==> src/locr_pkg.sv <==
// Constants, register map and field layouts for the lead-off current
// and pad configuration register bank.
// Assumes a byte-addressed register bus; each register takes one word.
package locr_pkg;

	// Register indices; the byte address is four times the index.
	localparam logic [5:0] IDX_FEATURE_CONFIG_FIVE    = 6'h0E;
	localparam logic [5:0] IDX_LEADOFF_CURRENT_STEP   = 6'h0F;
	localparam logic [5:0] IDX_LEADOFF_THRESHOLD_STEP = 6'h10;
	localparam logic [5:0] IDX_IRQ_STATUS             = 6'h20;
	localparam logic [5:0] IDX_IRQ_MASK               = 6'h21;

	// Values after reset.
	localparam logic [7:0] RST_FEATURE_CONFIG_FIVE    = 8'h71;
	localparam logic [7:0] RST_LEADOFF_CURRENT_STEP   = 8'h00;
	localparam logic [7:0] RST_LEADOFF_THRESHOLD_STEP = 8'h00;
	localparam logic [1:0] RST_IRQ                    = 2'h0;
	localparam logic [2:0] ROUTE_NONE                 = 3'h7;

	// Interrupt status bit positions.
	localparam int IRQ_BIT_FRAME_MISS = 0;
	localparam int IRQ_BIT_DETACH     = 1;
	localparam int IRQ_BITS           = 2;

	// Fine current step in tenths of a nanoampere (2.2 nA).
	localparam logic [4:0] FINE_STEP_TENTHS_NA = 5'h16;
	localparam int         MAG_BITS            = 11;

	// Feature configuration register, bit 7 down to bit 0.
	typedef struct packed {
		logic       osc_check_on;
		logic [2:0] irq_pin_route;
		logic       invalid_cmd_irq_on;
		logic       frame_miss_check_on;
		logic       pad_strong_drive_on;
		logic       pad_slew_limit_on;
	} locr_config_five_t;

	// Lead-off current step register, bit 7 down to bit 0.
	typedef struct packed {
		logic       electrode_detach_irq_on;
		logic       current_source_select;
		logic [5:0] fine_current_code;
	} locr_current_step_t;

	// Excitation current setting handed to the current DAC.
	typedef struct packed {
		logic                fine_selected;
		logic [1:0]          coarse_current_code;
		logic [MAG_BITS-1:0] fine_magnitude;
	} locr_dac_t;

endpackage

==> src/locr_frame_check.sv <==
// Direct output frame overwrite detector.
// Assumes frame strobes come from logic on the same clock.
`timescale 1ns/1ns
module locr_frame_check
	import locr_pkg::*;
(
	// Clock and reset.
	input  wire logic ref_clk,
	input  wire logic reset_n,
	// Control.
	input  wire logic check_on,
	// Frame events.
	input  wire logic frame_new,
	input  wire logic frame_to_fifo,
	input  wire logic frame_taken,
	// Result.
	output logic      frame_miss
);

	logic pending;
	logic direct_new;

	// Frames written into the sample FIFO never count here.
	assign direct_new = frame_new && !frame_to_fifo;

	always_ff @(posedge ref_clk)
	begin
		if (!reset_n)
			pending <= 1'b0;
		else if (direct_new)
			pending <= 1'b1;
		else if (frame_taken)
			pending <= 1'b0;
	end

	// A read in the same cycle as a new frame saves the old one.
	always_ff @(posedge ref_clk)
	begin
		if (!reset_n)
			frame_miss <= 1'b0;
		else
			frame_miss <= check_on && direct_new && pending && !frame_taken;
	end

endmodule

==> src/locr_irq_route.sv <==
// Routes the five interrupt sources onto the two general-purpose pins.
// Purely combinational; the caller registers the outputs.
`timescale 1ns/1ns
module locr_irq_route
	import locr_pkg::*;
(
	// Routing code.
	input  wire logic [2:0] irq_pin_route,
	// Sources, bit 0 is the detach source.
	input  wire logic [4:0] sources,
	// Pins.
	output logic            pin_one,
	output logic            pin_two
);

	// Returns the mask of sources sent to the second pin.
	function automatic logic [4:0] to_second(input logic [2:0] code);
		case (code)
			3'h1:    to_second = 5'h1F;
			3'h2:    to_second = 5'h08;
			3'h3:    to_second = 5'h04;
			3'h4:    to_second = 5'h02;
			3'h5:    to_second = 5'h01;
			3'h6:    to_second = 5'h10;
			default: to_second = 5'h00;
		endcase
	endfunction

	logic       none;
	logic [4:0] second;

	assign none    = (irq_pin_route == ROUTE_NONE);
	assign second  = to_second(irq_pin_route);
	assign pin_one = !none && |(sources & ~second);
	assign pin_two = !none && |(sources & second);

endmodule

==> src/locr_top.sv <==
// Lead-off current step and pad configuration register bank with an
// Avalon-MM slave, interrupt status and mask, and pin interrupt routing.
// Assumes a byte-addressed Avalon-MM master on ref_clk.
//
// Behaviour
// Frame-miss check bit flags missed direct frames on slow reads; resets to 0.
// The frame-miss check ignores overwrites inside the sample FIFO.
// Feature bit 1 selects strong pad drive; resets to 0.
// Feature bit 0 enables pad slew-limited mode; resets to 1.
// Step bit 7 enables lead-off interrupt onto a general-purpose pin; resets 0.
// Step bit 6 picks coarse field when 0, fine step code when 1.
// Step bits 5 to 0 hold fine code, reset zero, one step each.
// Five sources routed to pin one or two by 3-bit field; reset routes none.
// Fine code drives the DAC as code times step while fine is selected.
`timescale 1ns/1ns
module locr_top
	import locr_pkg::*;
(
	// Clock and reset.
	input  wire logic                ref_clk,
	input  wire logic                reset_n,
	// Avalon-MM slave.
	input  wire logic [7:0]          address,
	input  wire logic                read,
	input  wire logic                write,
	input  wire logic [31:0]         writedata,
	input  wire logic [3:0]          byteenable,
	output logic      [31:0]         readdata,
	output logic                     waitrequest,
	// Frame events from the conversion path.
	input  wire logic                frame_new,
	input  wire logic                frame_to_fifo,
	input  wire logic                frame_taken,
	// Lead-off comparator, asynchronous.
	input  wire logic                electrode_detached,
	// Other interrupt sources, same clock.
	input  wire logic [3:0]          other_irq_sources,
	// Coarse current setting from elsewhere.
	input  wire logic [1:0]          coarse_current_code,
	// Pad, oscillator, frame-miss check and invalid-command interrupt controls.
	output logic                     pad_strong_drive_on,
	output logic                     pad_slew_limit_on,
	output logic                     frame_miss_check_on,
	output logic                     osc_check_on,
	output logic                     invalid_cmd_irq_on,
	// Current DAC setting.
	output locr_dac_t                dac_setting,
	// Interrupt outputs.
	output logic                     gpio_irq_one,
	output logic                     gpio_irq_two,
	output logic                     irq
);

	locr_config_five_t  config_five;
	locr_current_step_t current_step;
	logic [7:0]         threshold_step;
	logic [IRQ_BITS-1:0] irq_status;
	logic [IRQ_BITS-1:0] irq_mask;
	logic [IRQ_BITS-1:0] irq_events;
	logic [IRQ_BITS-1:0] irq_clear;
	logic [5:0]         index;
	logic               wr_now;
	logic [7:0]         wr_byte;
	logic [31:0]        next_readdata;
	logic [2:0]         detach_sync;
	logic               detach_level;
	logic               detach_rise;
	logic               frame_miss;
	logic [4:0]         sources;
	logic               route_one;
	logic               route_two;

	assign index   = address[7:2];
	assign wr_byte = writedata[7:0];
	// Writes land at the edge where the master sees waitrequest low.
	assign wr_now  = write && !waitrequest && byteenable[0];

	// Bus handshake: one wait cycle, then a single ready cycle.
	always_ff @(posedge ref_clk)
	begin
		if (!reset_n)
			waitrequest <= 1'b1;
		else
			waitrequest <= !((read || write) && waitrequest);
	end

	// Feature configuration register.
	always_ff @(posedge ref_clk)
	begin
		if (!reset_n)
			config_five <= RST_FEATURE_CONFIG_FIVE;
		else if (wr_now && index == IDX_FEATURE_CONFIG_FIVE)
			config_five <= wr_byte;
	end

	// Lead-off current step register.
	always_ff @(posedge ref_clk)
	begin
		if (!reset_n)
			current_step <= RST_LEADOFF_CURRENT_STEP;
		else if (wr_now && index == IDX_LEADOFF_CURRENT_STEP)
			current_step <= wr_byte;
	end

	// Threshold step register; held and read back only, it drives no output.
	always_ff @(posedge ref_clk)
	begin
		if (!reset_n)
			threshold_step <= RST_LEADOFF_THRESHOLD_STEP;
		else if (wr_now && index == IDX_LEADOFF_THRESHOLD_STEP)
			threshold_step <= wr_byte;
	end

	// Interrupt mask register.
	always_ff @(posedge ref_clk)
	begin
		if (!reset_n)
			irq_mask <= RST_IRQ;
		else if (wr_now && index == IDX_IRQ_MASK)
			irq_mask <= wr_byte[IRQ_BITS-1:0];
	end

	// Read mux; unmapped words and reserved bits read as zero.
	always_comb
	begin
		next_readdata = 32'h00000000;
		case (index)
			IDX_FEATURE_CONFIG_FIVE:
				next_readdata[7:0] = config_five;
			IDX_LEADOFF_CURRENT_STEP:
				next_readdata[7:0] = current_step;
			IDX_LEADOFF_THRESHOLD_STEP:
				next_readdata[7:0] = threshold_step;
			IDX_IRQ_STATUS:
				next_readdata[IRQ_BITS-1:0] = irq_status;
			IDX_IRQ_MASK:
				next_readdata[IRQ_BITS-1:0] = irq_mask;
			default:
				next_readdata = 32'h00000000;
		endcase
	end

	// Read data is loaded as waitrequest falls, so it stands at that edge.
	always_ff @(posedge ref_clk)
	begin
		if (!reset_n)
			readdata <= 32'h00000000;
		else if (read && waitrequest)
			readdata <= next_readdata;
	end

	// Comparator synchroniser; the first stage feeds only the second.
	always_ff @(posedge ref_clk)
	begin
		if (!reset_n)
			detach_sync <= 3'h0;
		else
			detach_sync <= {detach_sync[1:0], electrode_detached};
	end

	// A change counts once the second and third stages agree.
	assign detach_rise = (detach_sync[1] == detach_sync[2]) &&
		detach_sync[2] && !detach_level;

	always_ff @(posedge ref_clk)
	begin
		if (!reset_n)
			detach_level <= 1'b0;
		else if (detach_sync[1] == detach_sync[2])
			detach_level <= detach_sync[2];
	end

	locr_frame_check u_frame_check (
		.ref_clk       (ref_clk),
		.reset_n       (reset_n),
		.check_on      (config_five.frame_miss_check_on),
		.frame_new     (frame_new),
		.frame_to_fifo (frame_to_fifo),
		.frame_taken   (frame_taken),
		.frame_miss    (frame_miss)
	);

	// Sticky status, write one to clear; a new event beats the clear.
	assign irq_events[IRQ_BIT_FRAME_MISS] = frame_miss;
	assign irq_events[IRQ_BIT_DETACH]     = detach_rise;
	assign irq_clear = (wr_now && index == IDX_IRQ_STATUS) ?
		wr_byte[IRQ_BITS-1:0] : RST_IRQ;

	always_ff @(posedge ref_clk)
	begin
		if (!reset_n)
			irq_status <= RST_IRQ;
		else
			irq_status <= (irq_status & ~irq_clear) | irq_events;
	end

	always_ff @(posedge ref_clk)
	begin
		if (!reset_n)
			irq <= 1'b0;
		else
			irq <= |(irq_status & irq_mask);
	end

	// The detach source reaches a pin only while its enable is set.
	assign sources = {other_irq_sources,
		current_step.electrode_detach_irq_on &&
		irq_status[IRQ_BIT_DETACH]};

	locr_irq_route u_irq_route (
		.irq_pin_route (config_five.irq_pin_route),
		.sources       (sources),
		.pin_one       (route_one),
		.pin_two       (route_two)
	);

	always_ff @(posedge ref_clk)
	begin
		if (!reset_n)
		begin
			gpio_irq_one <= 1'b0;
			gpio_irq_two <= 1'b0;
		end
		else
		begin
			gpio_irq_one <= route_one;
			gpio_irq_two <= route_two;
		end
	end

	// DAC setting; the product is computed only while fine is chosen.
	always_ff @(posedge ref_clk)
	begin
		if (!reset_n)
			dac_setting <= '0;
		else
		begin
			dac_setting.fine_selected <= current_step.current_source_select;
			dac_setting.coarse_current_code <= coarse_current_code;
			if (current_step.current_source_select)
				dac_setting.fine_magnitude <=
					MAG_BITS'(current_step.fine_current_code) *
					MAG_BITS'(FINE_STEP_TENTHS_NA);
			else
				dac_setting.fine_magnitude <= '0;
		end
	end

	// Pad controls follow the register one cycle later, as flops.
	always_ff @(posedge ref_clk)
	begin
		if (!reset_n)
		begin
			pad_strong_drive_on <= 1'b0;
			pad_slew_limit_on   <= 1'b1;
			frame_miss_check_on <= 1'b0;
			osc_check_on        <= 1'b0;
			invalid_cmd_irq_on  <= 1'b0;
		end
		else
		begin
			pad_strong_drive_on <= config_five.pad_strong_drive_on;
			pad_slew_limit_on   <= config_five.pad_slew_limit_on;
			frame_miss_check_on <= config_five.frame_miss_check_on;
			osc_check_on        <= config_five.osc_check_on;
			invalid_cmd_irq_on  <= config_five.invalid_cmd_irq_on;
		end
	end

endmodule

==> config.mk <==
export PLATFORM = sky130hd
export DESIGN_NAME = locr_top
export DESIGN_NICKNAME = d
export VERILOG_FILES = /design/src/locr_pkg.sv /design/src/locr_frame_check.sv /design/src/locr_irq_route.sv /design/src/locr_top.sv
export SDC_FILE = /design/constraint.sdc
export NUM_CORES = 1
export LEC_CHECK = 0
export BUFFER_PORTS_ARGS = -buffer_cell sky130_fd_sc_hd__clkbuf_2
export CORE_MARGIN = 10
export CORE_UTILIZATION = 50
export CTS_CLUSTER_DIAMETER = 80
export CTS_CLUSTER_SIZE = 20
export DETAILED_ROUTE_END_ITERATION = 16
export PLACE_DENSITY = 0.84
export SYNTH_ARGS = -nofsm -noshare
export SYNTH_HDL_FRONTEND = slang
export SYNTH_SLANG_ARGS = --single-unit
==> constraint.sdc <==
create_clock -name ref_clk -period 3.6 [get_ports ref_clk]
set_input_delay 0.18 -clock ref_clk [delete_from_list [all_inputs] [get_ports ref_clk]]
set_output_delay 0.18 -clock ref_clk [all_outputs]
set_load 0.01 [all_outputs]
Word-level counts from Yosys, hierarchy flattened
Index checks and enable logic that the tools add are counted.
- $add $sub $neg: 0
- multiply operators: 1
- div/mod/pow operators: 0
- $lt $le $gt $ge: 0
- equal/unequal tests: 13
- shift-type cells: 0
- multiplexer cells: 6
- bitwise operators: 7
- reductions and logical operators: 30
- operator list (kind ; count):
    case mux 5 bit (6 select lines) ; 1
    logical AND 1 bit ; 18
    case mux 6 bit (3 select lines) ; 1
    equality test 3 bit (second input constant) ; 4
    equality test 6 x 4 -> 1 bit (second input constant) ; 2
    equality test 6 bit (second input constant) ; 2
    bitwise AND 5 bit ; 2
    multiplier 6 x 4 -> 10 bit (second input constant) ; 1
    case mux 2 bit (5 select lines) ; 1
    OR reduction 5 bit ; 2
    equality test 3 x 2 -> 1 bit (second input constant) ; 2
    equality test 6 x 5 -> 1 bit (second input constant) ; 1
    logical NOT 1 bit ; 6
    NOT 5 bit ; 1
    bitwise AND 2 bit ; 2
    equality test 3 x 1 -> 1 bit (second input constant) ; 1
    2-to-1 mux 1 bit ; 2
    2-to-1 mux 2 bit ; 1
    NOT 2 bit ; 1
    bitwise OR 2 bit ; 1
    AND reduction 2 bit ; 1
    nonzero test 2 bit ; 1
    OR reduction 2 bit ; 1
    equality test 1 bit ; 1
    logical OR 1 bit ; 1
- bits in registers: 65
- bits in latches: 0
- memory bits (writable): 0
- ROM bits: 0
- input bits: 58
- output and inout bits: 55
- word-level logic and storage cells: 87
- memories: 0

Longest topological paths before layout
- depth in word-level cells: 8
- mapped depth: 9
- gate-level depth less buffers: 9

Modules after synthesis
From an unflattened synthesis, not the netlist that was laid out.
- cell total of the unflattened synthesis: 329
- area total of the unflattened synthesis: 3163.0 um^2
- by module, submodules not included (module ; instances ; cells each ; area each (um^2) ; sequential area each (um^2)):
    locr_top ; 1 ; 299 ; 2914.0 ; 1241.2
    locr_irq_route ; 1 ; 23 ; 175.2 ; 0.0
    locr_frame_check ; 1 ; 7 ; 73.8 ; 40.0

Worst setup path before layout
OpenSTA, ideal clock, no wires.
- kind: reg-to-reg
- start point: reg current_step[1] (netlist name)
- end point: reg dac_setting[9] (netlist name)
- library setup time: 132 ps
- data arrival time: 2369 ps
- path slack: 1099 ps
- stages on the path, launching flop included: 8
- buffers on the path: 0
- path through: dfxtp_1 > ha_1 > fa_1 > ha_1 > nor2b_1 > o31a_1 > o21ai_0 > or3b_2
- longest elaborated chain between the ends: 1
- RTL lines (what ; RTL line ; source):
    start: declaration ; locr_top.sv:55 ; locr_current_step_t current_step;
    start signal: assignment ; locr_top.sv:102 ; current_step <= wr_byte;
    multiplier 6 x 4 -> 10 bit ; locr_top.sv:242 ; MAG_BITS'(current_step.fine_current_code) *
    end: declaration ; locr_top.sv:47 ; output locr_dac_t dac_setting,
Every way passes these cells.
A chain may end at the register's enable or synchronous reset.

Worst setup path after layout
- start point: reg current_step[3] (netlist name)
- end point: reg dac_setting[9] (netlist name)
The elaborated chain is that of the path after synthesis.

==> run metrics <==
outcome finished clean; Post-Syn Area 3220 sq um; cell count after synthesis 343; clk sinks 64; Pwr Density 388 nW/um^2; WP data required 3.83 ns; crit path max fanout 5; CP Launch Type flip-flop; chip height 100 microns; placed cells 463; drt wl/cell 15.6 microns; WL final 7450 microns; kind of critical path reg2reg; slowest CP cell fa_1; Final WS setup 0.906 ns; Power Internal 1.06 mW; first-pass GRT wire length 12200 microns; post-synth top area share 39.8%; Slew Limit Headroom 44.1%; Worst R2R Setup Slack 0.91 ns; crit path buf inv count 0; total grt overflow 0; critical path endpoint category flip-flop; Worst path top cell family by delay adder cells; most common cell in the netlist dfxtp_1; DP HPWL 5580 microns; Place WS 0.908 ns; post-route total power 1.41 mW; CTS tree built; Root Driver clkbuf_8; switching share of power 24.8%; antenna-violating nets left 0; antenna cells 0; number of global-route vias before repair 2597; critical path, cell by cell ha_1, fa_1, ha_1, nor2b_1, o31a_1, o21ai_0, or3b_2; Total GRT Usage 14.8%; Leak Pwr 1.62 nW; H-tree depth 3; post-cts sizing count 0; Core Footprint 6310 sq um; Buffers on Ports 58; DRT Pass-1 Iters 4; CP peak stage delay 0.46 ns; Fmax achieved 371 MHz; power share of the clock group 43.1%; Die X 100 microns; switching power 351 uW; maxcap violations 0; DR vias 2592; dominant synthesized flop cell dfxtp_1; Setup Fix Bufs, Post-CTS 0; yosys warns 0; Final Hold Fails 0; sequential power share 50.7%; pin count of the biggest net entering global routing 52; Period minus WS final 2.69 ns; Post-synth EDFFs 0; area grow syn2layout 13.2%; CTS clk-pin slew, worst paths 0.07 ns; routability congestion estimate 0.837; Hold WC Path Type in2reg; CTS max path bufs 2; layout cells sized above 1 19.9%; post-synth top area cell dfxtp_1; Seq/Total Area, Yosys 39.8%; FP Rows 29; async set-or-reset flop fraction in the synthesized netlist 0%; Clock Skews 0.00674 ns; syn_area_per_cell 9.39 sq um; Worst-Margin Slew 0.832 ns; Final Cycle Share 74.8%; RSZ-0062 raised after global routing no; initial DRC count 230; Total Nets Final 475; #FFs+latches synth 64; Slew Limit Fails 0; endpoints failing setup 0; CP arrival 2.92 ns; initial core utilization 51.0%; Num CTS Buffers 9; setup TNS 0 ns; Yosys cell types 52; vias per inst 5.41; VDD IR max 0.219 mV; Layout Cells excl Fill 479; initial antenna violation count 0; logic gate share of total power 6.2%; most used cell along the critical path ha_1; Die ar. 10100 sq um; hold-fix buffers at CTS 0; largest cells by area after synthesis dfxtp_1 (40%), ha_1 (6.6%), buf_4 (5.8%), mux2i_1 (4.7%), nor2b_1 (4.1%); Ports 113; DRC 0; worst-skew pair later-pin latency 0.35 ns; top cell types by occurrence after synthesis dfxtp_1 (64), buf_4 (25), nand2_1 (24)
-- placed cells by master, fill, tap and decap left out, types with 3 or more instances in the layout --
| cell type | count |
|---|---|
| a211oi_1 | 3 |
| a21boi_0 | 4 |
| a21boi_1 | 8 |
| a21oi_1 | 8 |
| a221o_1 | 6 |
| a22o_1 | 6 |
| a22oi_1 | 3 |
| and2_1 | 10 |
| and3_1 | 4 |
| clkbuf_2 | 58 |
| clkbuf_8 | 9 |
| conb_1 | 25 |
| dfxtp_1 | 64 |
| fa_1 | 3 |
| ha_1 | 17 |
| inv_1 | 15 |
| mux2i_1 | 15 |
| nand2_1 | 24 |
| nand2b_1 | 5 |
| nand3_1 | 21 |
| nand3b_1 | 4 |
| nor2_1 | 7 |
| nor2b_1 | 21 |
| nor3_1 | 5 |
| nor4b_1 | 6 |
| o21ai_0 | 8 |
| o31ai_1 | 6 |
-- routing by layer --
layer  routed length, microns  track usage (%)  vias up
met5                        0                0        -
met4                      180             7.61        0
met3                      518             5.29       16
met2                     3680             23.7       85
met1                     3070             17.1     1201
li1                         -                -     1290
-- state kept, by name (all words and copies together) (netlist names), 2 cells and up --
register / count
irq_status: 2
irq_mask: 2
threshold_step: 8
dac_setting: 13
readdata: 8
current_step: 8
detach_sync: 3
config_five: 8
-- power groups by stage --
stage | Combinational, mW | Clock (mW) | Sequential, mW
2_1_floorplan | 0.0699 | 0 | 0.734
3_3_place_gp | 0.0837 | 0 | 0.733
3_5_place_dp | 0.0859 | 0 | 0.733
4_1_cts | 0.0865 | 0.615 | 0.717
5_1_grt | 0.0973 | 0.652 | 0.718
6_report | 0.0876 | 0.610 | 0.717
-- metrics by stage --
step	hold slack [ns]	area [sq um]	utilization [%]
after floorplan	0.296	3310	-
after global placement	0.386	3450	54.6
after detailed placement	0.395	3450	54.6
after CTS	0.0326	3650	57.7
after global routing	0.0230	3650	57.7
final	0.0408	3650	57.7
-- layout make-up --
class                   instances  area [sq um]
fillers                       564          2670
repair buffers                 59           298
clock buffers                   9           124
flip-flops and latches         64          1280
multi-input cells             248          1720
clock inverters                 7          72.6
well taps                      77          96.3
inverters                      15          56.3
-- worst paths after layout --
| path | start | end | cells after the start |
|---|---|---|---|
| setup / recovery | current_step[3]$_SDFFE_PN0P_ | dac_setting[9]$_SDFF_PN0_ | 7 |
| hold reg to reg | detach_sync[0]$_SDFF_PN0_ | detach_sync[1]$_SDFF_PN0_ | 1 |
| hold / removal | coarse_current_code[0] | dac_setting[11]$_SDFF_PN0_ | 2 |
| setup reg to reg | current_step[3]$_SDFFE_PN0P_ | dac_setting[9]$_SDFF_PN0_ | 7 |
-- cell families after synthesis --
logic type / after synthesis / synth area share, %
AO/OA/AOI/OAI: 66 / 15.0
flip-flops: 64 / 39.8
multiplexers: 15 / 4.66
buffers and inverters: 55 / 9.71
adder cells (fa/ha/maj): 20 / 8.47
AND/OR/NAND/NOR: 122 / 22.3
other: 1 / 0.116
(Power assumes the default switching activity.)
